===== config.mk =====
export PLATFORM = sky130hd
export DESIGN_NAME = ipmc_top
export DESIGN_NICKNAME = d
export VERILOG_FILES = /design/src/design/ipmc_pin_sync.v /design/src/design/ipmc_top.v
export VERILOG_INCLUDE_DIRS = /design/src /design/src/design
export SDC_FILE = /design/constraint.sdc
export NUM_CORES = 1
export LEC_CHECK = 0
export ABC_AREA = 1
export BUFFER_PORTS_ARGS = -buffer_cell sky130_fd_sc_hd__buf_4
export CAP_MARGIN = 5
export CORE_ASPECT_RATIO = 1.5
export CORE_MARGIN = 1.5
export CORE_UTILIZATION = 55
export CTS_CLUSTER_SIZE = 8
export DETAILED_ROUTE_END_ITERATION = 8
export PLACE_DENSITY = 0.82
export SLEW_MARGIN = 20
export SYNTH_ARGS = -nofsm -noshare
export SYNTH_HDL_FRONTEND = slang
export SYNTH_SLANG_ARGS = --single-unit

===== constraint.sdc =====
create_clock -name ref_clk -period 4.4 [get_ports ref_clk]
set_input_delay 0.88 -clock ref_clk [delete_from_list [all_inputs] [get_ports ref_clk]]
set_output_delay 0.88 -clock ref_clk [all_outputs]
set_load 0.05 [all_outputs]

===== src/design/ipmc_defines.vh =====
// constants for the interrupt and power mode controller
`ifndef IPMC_DEFINES_VH
`define IPMC_DEFINES_VH

// register offsets
`define IPMC_OFS_GIE        8'h34
`define IPMC_OFS_STPRC      8'h35
`define IPMC_OFS_HRE1       8'h36
`define IPMC_OFS_HRE2       8'h37
`define IPMC_OFS_HRE3       8'h38
`define IPMC_OFS_IE1        8'h39
`define IPMC_OFS_IE2        8'h3A
`define IPMC_OFS_IE3        8'h3B
`define IPMC_OFS_HST1       8'h3C
`define IPMC_OFS_HST2       8'h3D
`define IPMC_OFS_HST3       8'h3E
`define IPMC_OFS_INIT       8'h40
`define IPMC_OFS_STAT       8'h41

// reset values
`define IPMC_RST_GIE        1'h0
`define IPMC_RST_STPRC      4'h8
`define IPMC_RST_SRC        7'h00
`define IPMC_RST_INIT       4'hF

// event bit positions (also clear-event mask bits)
`define IPMC_EV_TM0         0
`define IPMC_EV_TM2         1
`define IPMC_EV_CMP         2
`define IPMC_EV_TM3         3
`define IPMC_EV_SER         4
`define IPMC_EV_EXTA        5
`define IPMC_EV_P42         6
`define IPMC_NSRC           7

// stop release control fields
`define IPMC_STP_EXTA       0
`define IPMC_STP_PA         1
`define IPMC_STP_PB         2
`define IPMC_STP_P42        3

// vector addresses
`define IPMC_VEC_EXTA       12'h004
`define IPMC_VEC_TM0        12'h008
`define IPMC_VEC_TM2        12'h00C
`define IPMC_VEC_CMP        12'h010
`define IPMC_VEC_TM3        12'h014
`define IPMC_VEC_P42        12'h018
`define IPMC_VEC_SER        12'h01C

// timing: wait after reset or stop release, in machine cycles
`define IPMC_WAIT_MCYC      256
`define IPMC_MCYC_CLKS      4

// synchronised pins
`define IPMC_PIN_W          11

`endif


===== src/design/ipmc_pin_sync.v =====
// two-stage pin synchroniser with falling edge detect
`timescale 1ns/1ps
`include "ipmc_defines.vh"
module ipmc_pin_sync (
    input  wire                   clk,    // system clock
    input  wire                   rst,    // synchronous reset
    input  wire [`IPMC_PIN_W-1:0] pin_in, // raw pins
    output wire [`IPMC_PIN_W-1:0] lvl,    // synchronised level
    output wire [`IPMC_PIN_W-1:0] fall    // one-cycle falling edge pulse
);

    reg [`IPMC_PIN_W-1:0] s1_r;
    reg [`IPMC_PIN_W-1:0] s2_r;
    reg [`IPMC_PIN_W-1:0] s3_r;

    genvar i;
    generate
        for (i = 0; i < `IPMC_PIN_W; i = i + 1) begin : g_pin
            // idle high so reset never fakes an edge
            always @(posedge clk) begin
                if (rst) begin
                    s1_r[i] <= 1'b1;
                    s2_r[i] <= 1'b1;
                    s3_r[i] <= 1'b1;
                end else begin
                    s1_r[i] <= pin_in[i];
                    s2_r[i] <= s1_r[i];
                    s3_r[i] <= s2_r[i];
                end
            end
            assign lvl[i]  = s2_r[i];
            assign fall[i] = s3_r[i] & ~s2_r[i];
        end
    endgenerate

endmodule


===== src/design/ipmc_top.v =====
// interrupt priority, hold/stop mode and reset sequencing controller
`timescale 1ns/1ps
`include "ipmc_defines.vh"
module ipmc_top (
    input  wire        ref_clk,                      // system clock 50 MHz
    input  wire        rst,                          // power-on reset, active high
    input  wire        reset_n_pin,                  // external reset pin, active low
    input  wire        wdt_underflow,                // watchdog underflow pulse
    input  wire        external_interrupt_a_pin,     // external interrupt A pin
    input  wire        port_four_bit_two_pin,        // port 4 bit 2 input pin
    input  wire [3:0]  port_a_pin,                   // port A pins
    input  wire [3:0]  port_b_pin,                   // port B pins
    input  wire        timer_zero_evt,               // timer 0 event pulse
    input  wire        timer_two_evt,                // timer 2 event pulse
    input  wire        comparator_evt,               // comparator event pulse
    input  wire        timer_three_evt,              // timer 3 event pulse
    input  wire        serial_evt,                   // serial port event pulse
    input  wire        hold_instr,                   // core executes hold
    input  wire        stop_instr,                   // core executes stop
    input  wire        return_from_interrupt_instr,  // core executes return
    input  wire        clear_event_instr,            // core executes clear-event
    input  wire [7:0]  clear_event_mask,             // clear-event immediate
    input  wire [7:0]  addr,                         // register address
    input  wire [3:0]  wdata,                        // register write data
    input  wire        wr,                           // write strobe
    input  wire        rd,                           // read strobe
    output reg  [3:0]  rdata_r,                      // read data, cycle after rd
    output reg         irq_take_r,                   // interrupt accepted pulse
    output reg  [11:0] irq_vec_r,                    // vector address
    output reg         restart_r,                    // start at 000H pulse
    output reg         core_run_r,                   // core may execute
    output reg         osc_run_r,                    // oscillator running
    output reg         sys_reset_r,                  // system reset to other blocks
    output reg         wdt_flag_r,                   // watchdog flag
    output reg  [3:0]  init_cond_r                   // power-on initial condition
);

    localparam [2:0] ST_RSTW = 3'h0;
    localparam [2:0] ST_RUN  = 3'h1;
    localparam [2:0] ST_HOLD = 3'h2;
    localparam [2:0] ST_STOP = 3'h3;
    localparam [2:0] ST_WAKE = 3'h4;

    localparam integer WAIT_INT  = `IPMC_WAIT_MCYC * `IPMC_MCYC_CLKS;
    localparam [10:0]  WAIT_CLKS = WAIT_INT[10:0];
    localparam [10:0] WAIT_LAST = WAIT_CLKS - 11'h001;

    ////////////////////////////////////////////////////////////////////////
    // pin synchronisers

    wire [`IPMC_PIN_W-1:0] pin_lvl;
    wire [`IPMC_PIN_W-1:0] pin_fall;

    ipmc_pin_sync u_sync (
        .clk    (ref_clk),
        .rst    (rst),
        .pin_in ({port_b_pin, port_a_pin, port_four_bit_two_pin,
                  external_interrupt_a_pin, reset_n_pin}),
        .lvl    (pin_lvl),
        .fall   (pin_fall)
    );

    wire pin_rst_low = ~pin_lvl[0];
    wire exta_low    = ~pin_lvl[1];
    wire p42_low     = ~pin_lvl[2];
    wire pa_low      = ~&pin_lvl[6:3];
    wire pb_low      = ~&pin_lvl[10:7];

    ////////////////////////////////////////////////////////////////////////
    // state

    reg  [2:0]              state_r;
    reg  [2:0]              state_nxt;
    reg  [10:0]             cnt_r;
    reg                     gie_r;
    reg                     gie_nxt;
    reg  [`IPMC_NSRC-1:0]   ie_r;
    reg  [`IPMC_NSRC-1:0]   hre_r;
    reg  [`IPMC_NSRC-1:0]   hst_r;
    reg  [`IPMC_NSRC-1:0]   hst_nxt;
    reg  [`IPMC_NSRC-1:0]   pend_r;
    reg  [`IPMC_NSRC-1:0]   pend_nxt;
    reg  [3:0]              stp_r;
    reg  [`IPMC_NSRC-1:0]   sel;
    reg  [11:0]             vec;
    reg  [3:0]              rd_val;

    // system reset: pin held low or watchdog; power-on rst is ORed in separately where used
    wire sys_rst = pin_rst_low | wdt_underflow;

    wire [`IPMC_NSRC-1:0] evt_set = {pin_fall[2], pin_fall[1], serial_evt,
                                     timer_three_evt, comparator_evt,
                                     timer_two_evt, timer_zero_evt};
    wire [`IPMC_NSRC-1:0] clr_evt = clear_event_instr ?
                                    clear_event_mask[`IPMC_NSRC-1:0] :
                                    {`IPMC_NSRC{1'b0}};
    wire [`IPMC_NSRC-1:0] cand    = pend_r & ie_r;
    wire live  = (state_r == ST_RUN) | (state_r == ST_HOLD);
    wire take  = gie_r & live & (|cand);
    wire [`IPMC_NSRC-1:0] hold_rel = pend_r & hre_r;
    wire hold_wake = (state_r == ST_HOLD) & (|hold_rel);
    wire stop_wake = (stp_r[`IPMC_STP_EXTA] & exta_low) |
                     (stp_r[`IPMC_STP_PA] & pa_low) |
                     (stp_r[`IPMC_STP_PB] & pb_low) |
                     (stp_r[`IPMC_STP_P42] & p42_low);
    wire wr_hit = wr & ~sys_rst;

    ////////////////////////////////////////////////////////////////////////
    // priority select

    always @* begin
        sel = {`IPMC_NSRC{1'b0}};
        vec = `IPMC_VEC_SER;
        if (cand[`IPMC_EV_EXTA]) begin
            sel[`IPMC_EV_EXTA] = 1'b1;
            vec = `IPMC_VEC_EXTA;
        end else if (cand[`IPMC_EV_TM0]) begin
            sel[`IPMC_EV_TM0] = 1'b1;
            vec = `IPMC_VEC_TM0;
        end else if (cand[`IPMC_EV_TM2]) begin
            sel[`IPMC_EV_TM2] = 1'b1;
            vec = `IPMC_VEC_TM2;
        end else if (cand[`IPMC_EV_CMP]) begin
            sel[`IPMC_EV_CMP] = 1'b1;
            vec = `IPMC_VEC_CMP;
        end else if (cand[`IPMC_EV_TM3]) begin
            sel[`IPMC_EV_TM3] = 1'b1;
            vec = `IPMC_VEC_TM3;
        end else if (cand[`IPMC_EV_P42]) begin
            sel[`IPMC_EV_P42] = 1'b1;
            vec = `IPMC_VEC_P42;
        end else if (cand[`IPMC_EV_SER]) begin
            sel[`IPMC_EV_SER] = 1'b1;
            vec = `IPMC_VEC_SER;
        end
    end

    ////////////////////////////////////////////////////////////////////////
    // next values of flags and mode

    always @* begin
        // new events win over any clear in the same cycle
        pend_nxt = (pend_r & ~clr_evt & ~(take ? sel : {`IPMC_NSRC{1'b0}}))
                   | evt_set;
        hst_nxt  = hst_r & ~clr_evt;
        if (hold_wake | (take & (state_r == ST_HOLD))) begin
            hst_nxt = hst_nxt | hold_rel | (take ? sel : {`IPMC_NSRC{1'b0}});
        end
        gie_nxt = gie_r;
        if (return_from_interrupt_instr) begin
            gie_nxt = 1'b1;
        end
        if (wr_hit && addr == `IPMC_OFS_GIE) begin
            gie_nxt = wdata[0];
        end
        if (take) begin
            gie_nxt = 1'b0;
        end
        state_nxt = state_r;
        case (state_r)
            ST_RSTW: begin
                if (cnt_r == WAIT_LAST) begin
                    state_nxt = ST_RUN;
                end
            end
            ST_RUN: begin
                if (take) begin
                    state_nxt = ST_RUN;
                end else if (stop_instr) begin
                    state_nxt = ST_STOP;
                end else if (hold_instr && hst_r == {`IPMC_NSRC{1'b0}}) begin
                    state_nxt = ST_HOLD;
                end
            end
            ST_HOLD: begin
                if (take | hold_wake) begin
                    state_nxt = ST_RUN;
                end
            end
            ST_STOP: begin
                if (stop_wake) begin
                    state_nxt = ST_WAKE;
                end
            end
            ST_WAKE: begin
                if (cnt_r == WAIT_LAST) begin
                    state_nxt = ST_RUN;
                end
            end
            default: begin
                state_nxt = ST_RSTW;
            end
        endcase
    end

    ////////////////////////////////////////////////////////////////////////
    // control registers and mode sequencing

    always @(posedge ref_clk) begin
        if (rst | sys_rst) begin
            state_r     <= ST_RSTW;
            cnt_r       <= 11'h000;
            gie_r       <= `IPMC_RST_GIE;
            ie_r        <= `IPMC_RST_SRC;
            hre_r       <= `IPMC_RST_SRC;
            hst_r       <= `IPMC_RST_SRC;
            pend_r      <= `IPMC_RST_SRC;
            stp_r       <= `IPMC_RST_STPRC;
            irq_take_r  <= 1'b0;
            irq_vec_r   <= 12'h000;
            restart_r   <= 1'b0;
            core_run_r  <= 1'b0;
            osc_run_r   <= 1'b1;
            sys_reset_r <= 1'b1;
        end else begin
            state_r     <= state_nxt;
            gie_r       <= gie_nxt;
            pend_r      <= pend_nxt;
            hst_r       <= hst_nxt;
            irq_take_r  <= take;
            irq_vec_r   <= take ? vec : irq_vec_r;
            restart_r   <= (state_r == ST_RSTW) & (state_nxt == ST_RUN);
            core_run_r  <= (state_nxt == ST_RUN);
            osc_run_r   <= (state_nxt != ST_STOP);
            sys_reset_r <= 1'b0;
            if (state_nxt != state_r) begin
                cnt_r <= 11'h000;
            end else if (state_r == ST_RSTW || state_r == ST_WAKE) begin
                cnt_r <= cnt_r + 11'h001;
            end
            if (wr_hit) begin
                case (addr)
                    `IPMC_OFS_STPRC: stp_r <= wdata;
                    `IPMC_OFS_HRE1:  hre_r[3:0] <= wdata;
                    `IPMC_OFS_HRE2:  hre_r[4] <= wdata[0];
                    `IPMC_OFS_HRE3:  hre_r[6:5] <= wdata[1:0];
                    `IPMC_OFS_IE1:   ie_r[3:0] <= wdata;
                    `IPMC_OFS_IE2:   ie_r[4] <= wdata[0];
                    `IPMC_OFS_IE3:   ie_r[6:5] <= wdata[1:0];
                    default: ;
                endcase
            end
        end
    end

    ////////////////////////////////////////////////////////////////////////
    // power-on only state: watchdog flag and initial condition

    always @(posedge ref_clk) begin
        if (rst) begin
            wdt_flag_r  <= 1'b0;
            init_cond_r <= `IPMC_RST_INIT;
        end else begin
            if (wdt_underflow) begin
                wdt_flag_r <= 1'b1;
            end
            if (wr && addr == `IPMC_OFS_INIT) begin
                init_cond_r <= wdata;
            end
        end
    end

    ////////////////////////////////////////////////////////////////////////
    // register read

    always @* begin
        case (addr)
            `IPMC_OFS_GIE:   rd_val = {3'h0, gie_r};
            `IPMC_OFS_STPRC: rd_val = stp_r;
            `IPMC_OFS_HRE1:  rd_val = hre_r[3:0];
            `IPMC_OFS_HRE2:  rd_val = {3'h0, hre_r[4]};
            `IPMC_OFS_HRE3:  rd_val = {2'h0, hre_r[6:5]};
            `IPMC_OFS_IE1:   rd_val = ie_r[3:0];
            `IPMC_OFS_IE2:   rd_val = {3'h0, ie_r[4]};
            `IPMC_OFS_IE3:   rd_val = {2'h0, ie_r[6:5]};
            `IPMC_OFS_HST1:  rd_val = hst_r[3:0];
            `IPMC_OFS_HST2:  rd_val = {3'h0, hst_r[4]};
            `IPMC_OFS_HST3:  rd_val = {2'h0, hst_r[6:5]};
            `IPMC_OFS_INIT:  rd_val = init_cond_r;
            `IPMC_OFS_STAT:  rd_val = {state_r == ST_WAKE, state_r == ST_STOP,
                                       state_r == ST_HOLD, wdt_flag_r};
            default:         rd_val = 4'h0;
        endcase
    end

    always @(posedge ref_clk) begin
        if (rst) begin
            rdata_r <= 4'h0;
        end else begin
            rdata_r <= rd ? rd_val : 4'h0;
        end
    end

endmodule


==> results.toml <==
[global_routing]
grt_util_met3 = 0.0610
busiest_layer = "met2"
grt_pass1_wl_mm = 16.0
grt_antenna_before_repair = 0
grtUsageMet2 = 0.495
grt_overflow = 0
grt_util_all_layers = 0.268
grt_max_degree = 26
grt_pass1_vias = 3688
grt_util_met1 = 0.272

[clock_network]
hold_buffers = 0
cts_tree = "yes"
cts_resized = 0
cts_buffers = 9
cts_max_path_buffers = 2
clkSlewWorstSetupHoldPaths_ns = 0.08
clockRootBuffer = "clkbuf_8"
cts_setup_buffers = 0
numClockSinks = 88
clk_latency_ns = 0.37
cts_max_level = 3

[sta]
maxSlewViolCount = 0
slew_headroom = 0.483
hold_ws_ns = 0.412
fin_crit_sh = 0.545
fmax_mhz = 417
worst_slew_pin_slew_ns = 0.775
rsz0062_at_grt = "false"
finalSetupViolCount = 0
min_period_ns = 2.40
fin_skew_ns = 0.00878
setup_tns_ns = 0
hold_viol = 0

[power_and_ir_drop]
p_leak_nw = 2.10
p_clk_frac = 0.367
power.total_mw = 1.48
internal_power_mw = 1.13
p_seq_frac = 0.552
power_frac_comb = 0.082
switching_share = 0.237
p_sw_mw = 0.350
cellPowerDensity_nw_per_um2 = 310
peakVddDrop_uv = 294

[layout]
ff_latch_area_um2 = 1760
final_common_cell = "nand2_1"
final_util = 0.662
insertedDiodeCount = 0
fillers = 672
drive_above_1_share = 0.227
design_area_um2 = 4780
multi_input_area_um2 = 1930
area_growth_pct = 16.9
layout_common_cells = "nand2_1 (127), dfxtp_1 (88), inv_1 (73), buf_4 (61), nor2_1 (44)"
final_nets = 675

[worst_setup_path]
r2r_slack_ns = 2.38
critPathKind = "input pin to flip-flop"
critical_path_arrival_ns = 2.70
start_kind = "input pin"
crit_path_max_fanout = 25
endpoint_kind = "flip-flop"
cp.required_ns = 4.70

[status]
status = "completed"

[die]
initial_utilization = 0.566
io_pins = 71
fp.coreArea_um2 = 7230
die_w_um = 73.4
design.die.area_um2 = 7980
die_h_um = 109
rows = 38

[placement]
io_buffer_count = 60
dp_hpwl_mm = 7.65
place_area_um2 = 4590
place.gp.congestion = 0.927

[routing]
drc = 0
first_pass_iters = 4
drt-initial-drc-count = 220
drtAntennaViolNets = 0
viasPerCell = 5.17
avgRoutedWirePerCell_um = 13.4
via_count = 3786
routed_wirelength_mm = 9.79

[yosys]
seq_area_frac_synth = 0.431
ys_ff_latch = 88
synth_ff_type = "dfxtp_1"
netlist_area_um2 = 4090
synth-edff-count = 0
synth_warnings = 0
syn_avg_cell_area_um2 = 7.22
synth.distinct_cells = 34
async_flop_share = 0
syn_inst = 567

[flow_run]
maxCapViolCount = 0

[hold_path]
hold_path_class = "flip-flop to flip-flop"
[routing by layer]
layer	wire length (um)	up-vias
met3	444	23
met4	318	0
met2	5200	103
met5	0	-
met1	3830	1746
li1	-	1914
[worst paths after layout]
path,start,endpoint,cells after the start
setup / recovery,rst,cnt_r[9],9
hold / removal,u_sync.s1_r[9],u_sync.lvl[9],1
setup reg to reg,u_sync.lvl[0],cnt_r[9],9
hold reg to reg,u_sync.s1_r[9],u_sync.lvl[9],1
[registers in the layout (all words and copies together) (netlist names), 2 cells and up]
register / flops
cnt_r: 11
u_sync.lvl: 11
u_sync.s1_r: 11
hre_r: 7
hst_r: 7
ie_r: 7
pend_r: 7
init_cond_r: 4
rdata_r: 4
stp_r: 4
irq_vec_r: 3
state_r: 3
u_sync.s3_r: 2
[synthesized netlist by cell type (all sizes together) (7+ instances only)]
cell	n	area (um^2)
nand3	39	215
nand4	15	106
o21ai	26	130
inv	86	323
a21oi	34	170
clkbuf	7	26.3
buf	11	83.8
o211ai	9	67.6
nor2	63	294
or2	22	138
nand2	132	508
nor3	10	60.1
dfxtp	88	1760
[through the flow]
stage,cells,setup WS [ns]
after floorplan,575,2.42
after global placement,718,1.64
after detailed placement,718,1.62
after CTS,733,2.00
after global routing,733,1.84
final,733,2.00
[critical path, cell delays in order]
cell and delay (ns):
buf_4 0.17, nor3_2 0.16, buf_4 0.27, inv_1 0.39
a21oi_1 0.25, nand3_1 0.11, nor2_2 0.12, nand2_2 0.21
nor2_2 0.14
[layout make-up]
type	instances	share of cell area
Multi-Input combinational cell	383	0.403
Sequential cell	88	0.368
Timing Repair Buffer	61	0.0958
Inverter	86	0.0675
Clock buffer	12	0.0304
Tap cell	100	0.0262
Clock inverter	3	0.00890
[power groups by stage]
stage | Clock [mW] | Sequential (mW) | Combinational [mW]
floorplan | 0 | 0.838 | 0.0725
finish | 0.543 | 0.817 | 0.121
CTS | 0.559 | 0.817 | 0.121
global route | 0.587 | 0.818 | 0.132
global placement | 0 | 0.835 | 0.118
detailed placement | 0 | 0.835 | 0.121
[cell families after synthesis]
group           share of synthesized area
other cells                      0.000917
compound gates                      0.110
simple gates                        0.333
xor+xnor                           0.0171
buf+inv                             0.106
fa+ha+maj                         0.00306
flops                               0.431
Note: power is estimated with default switching activity, not from simulation.
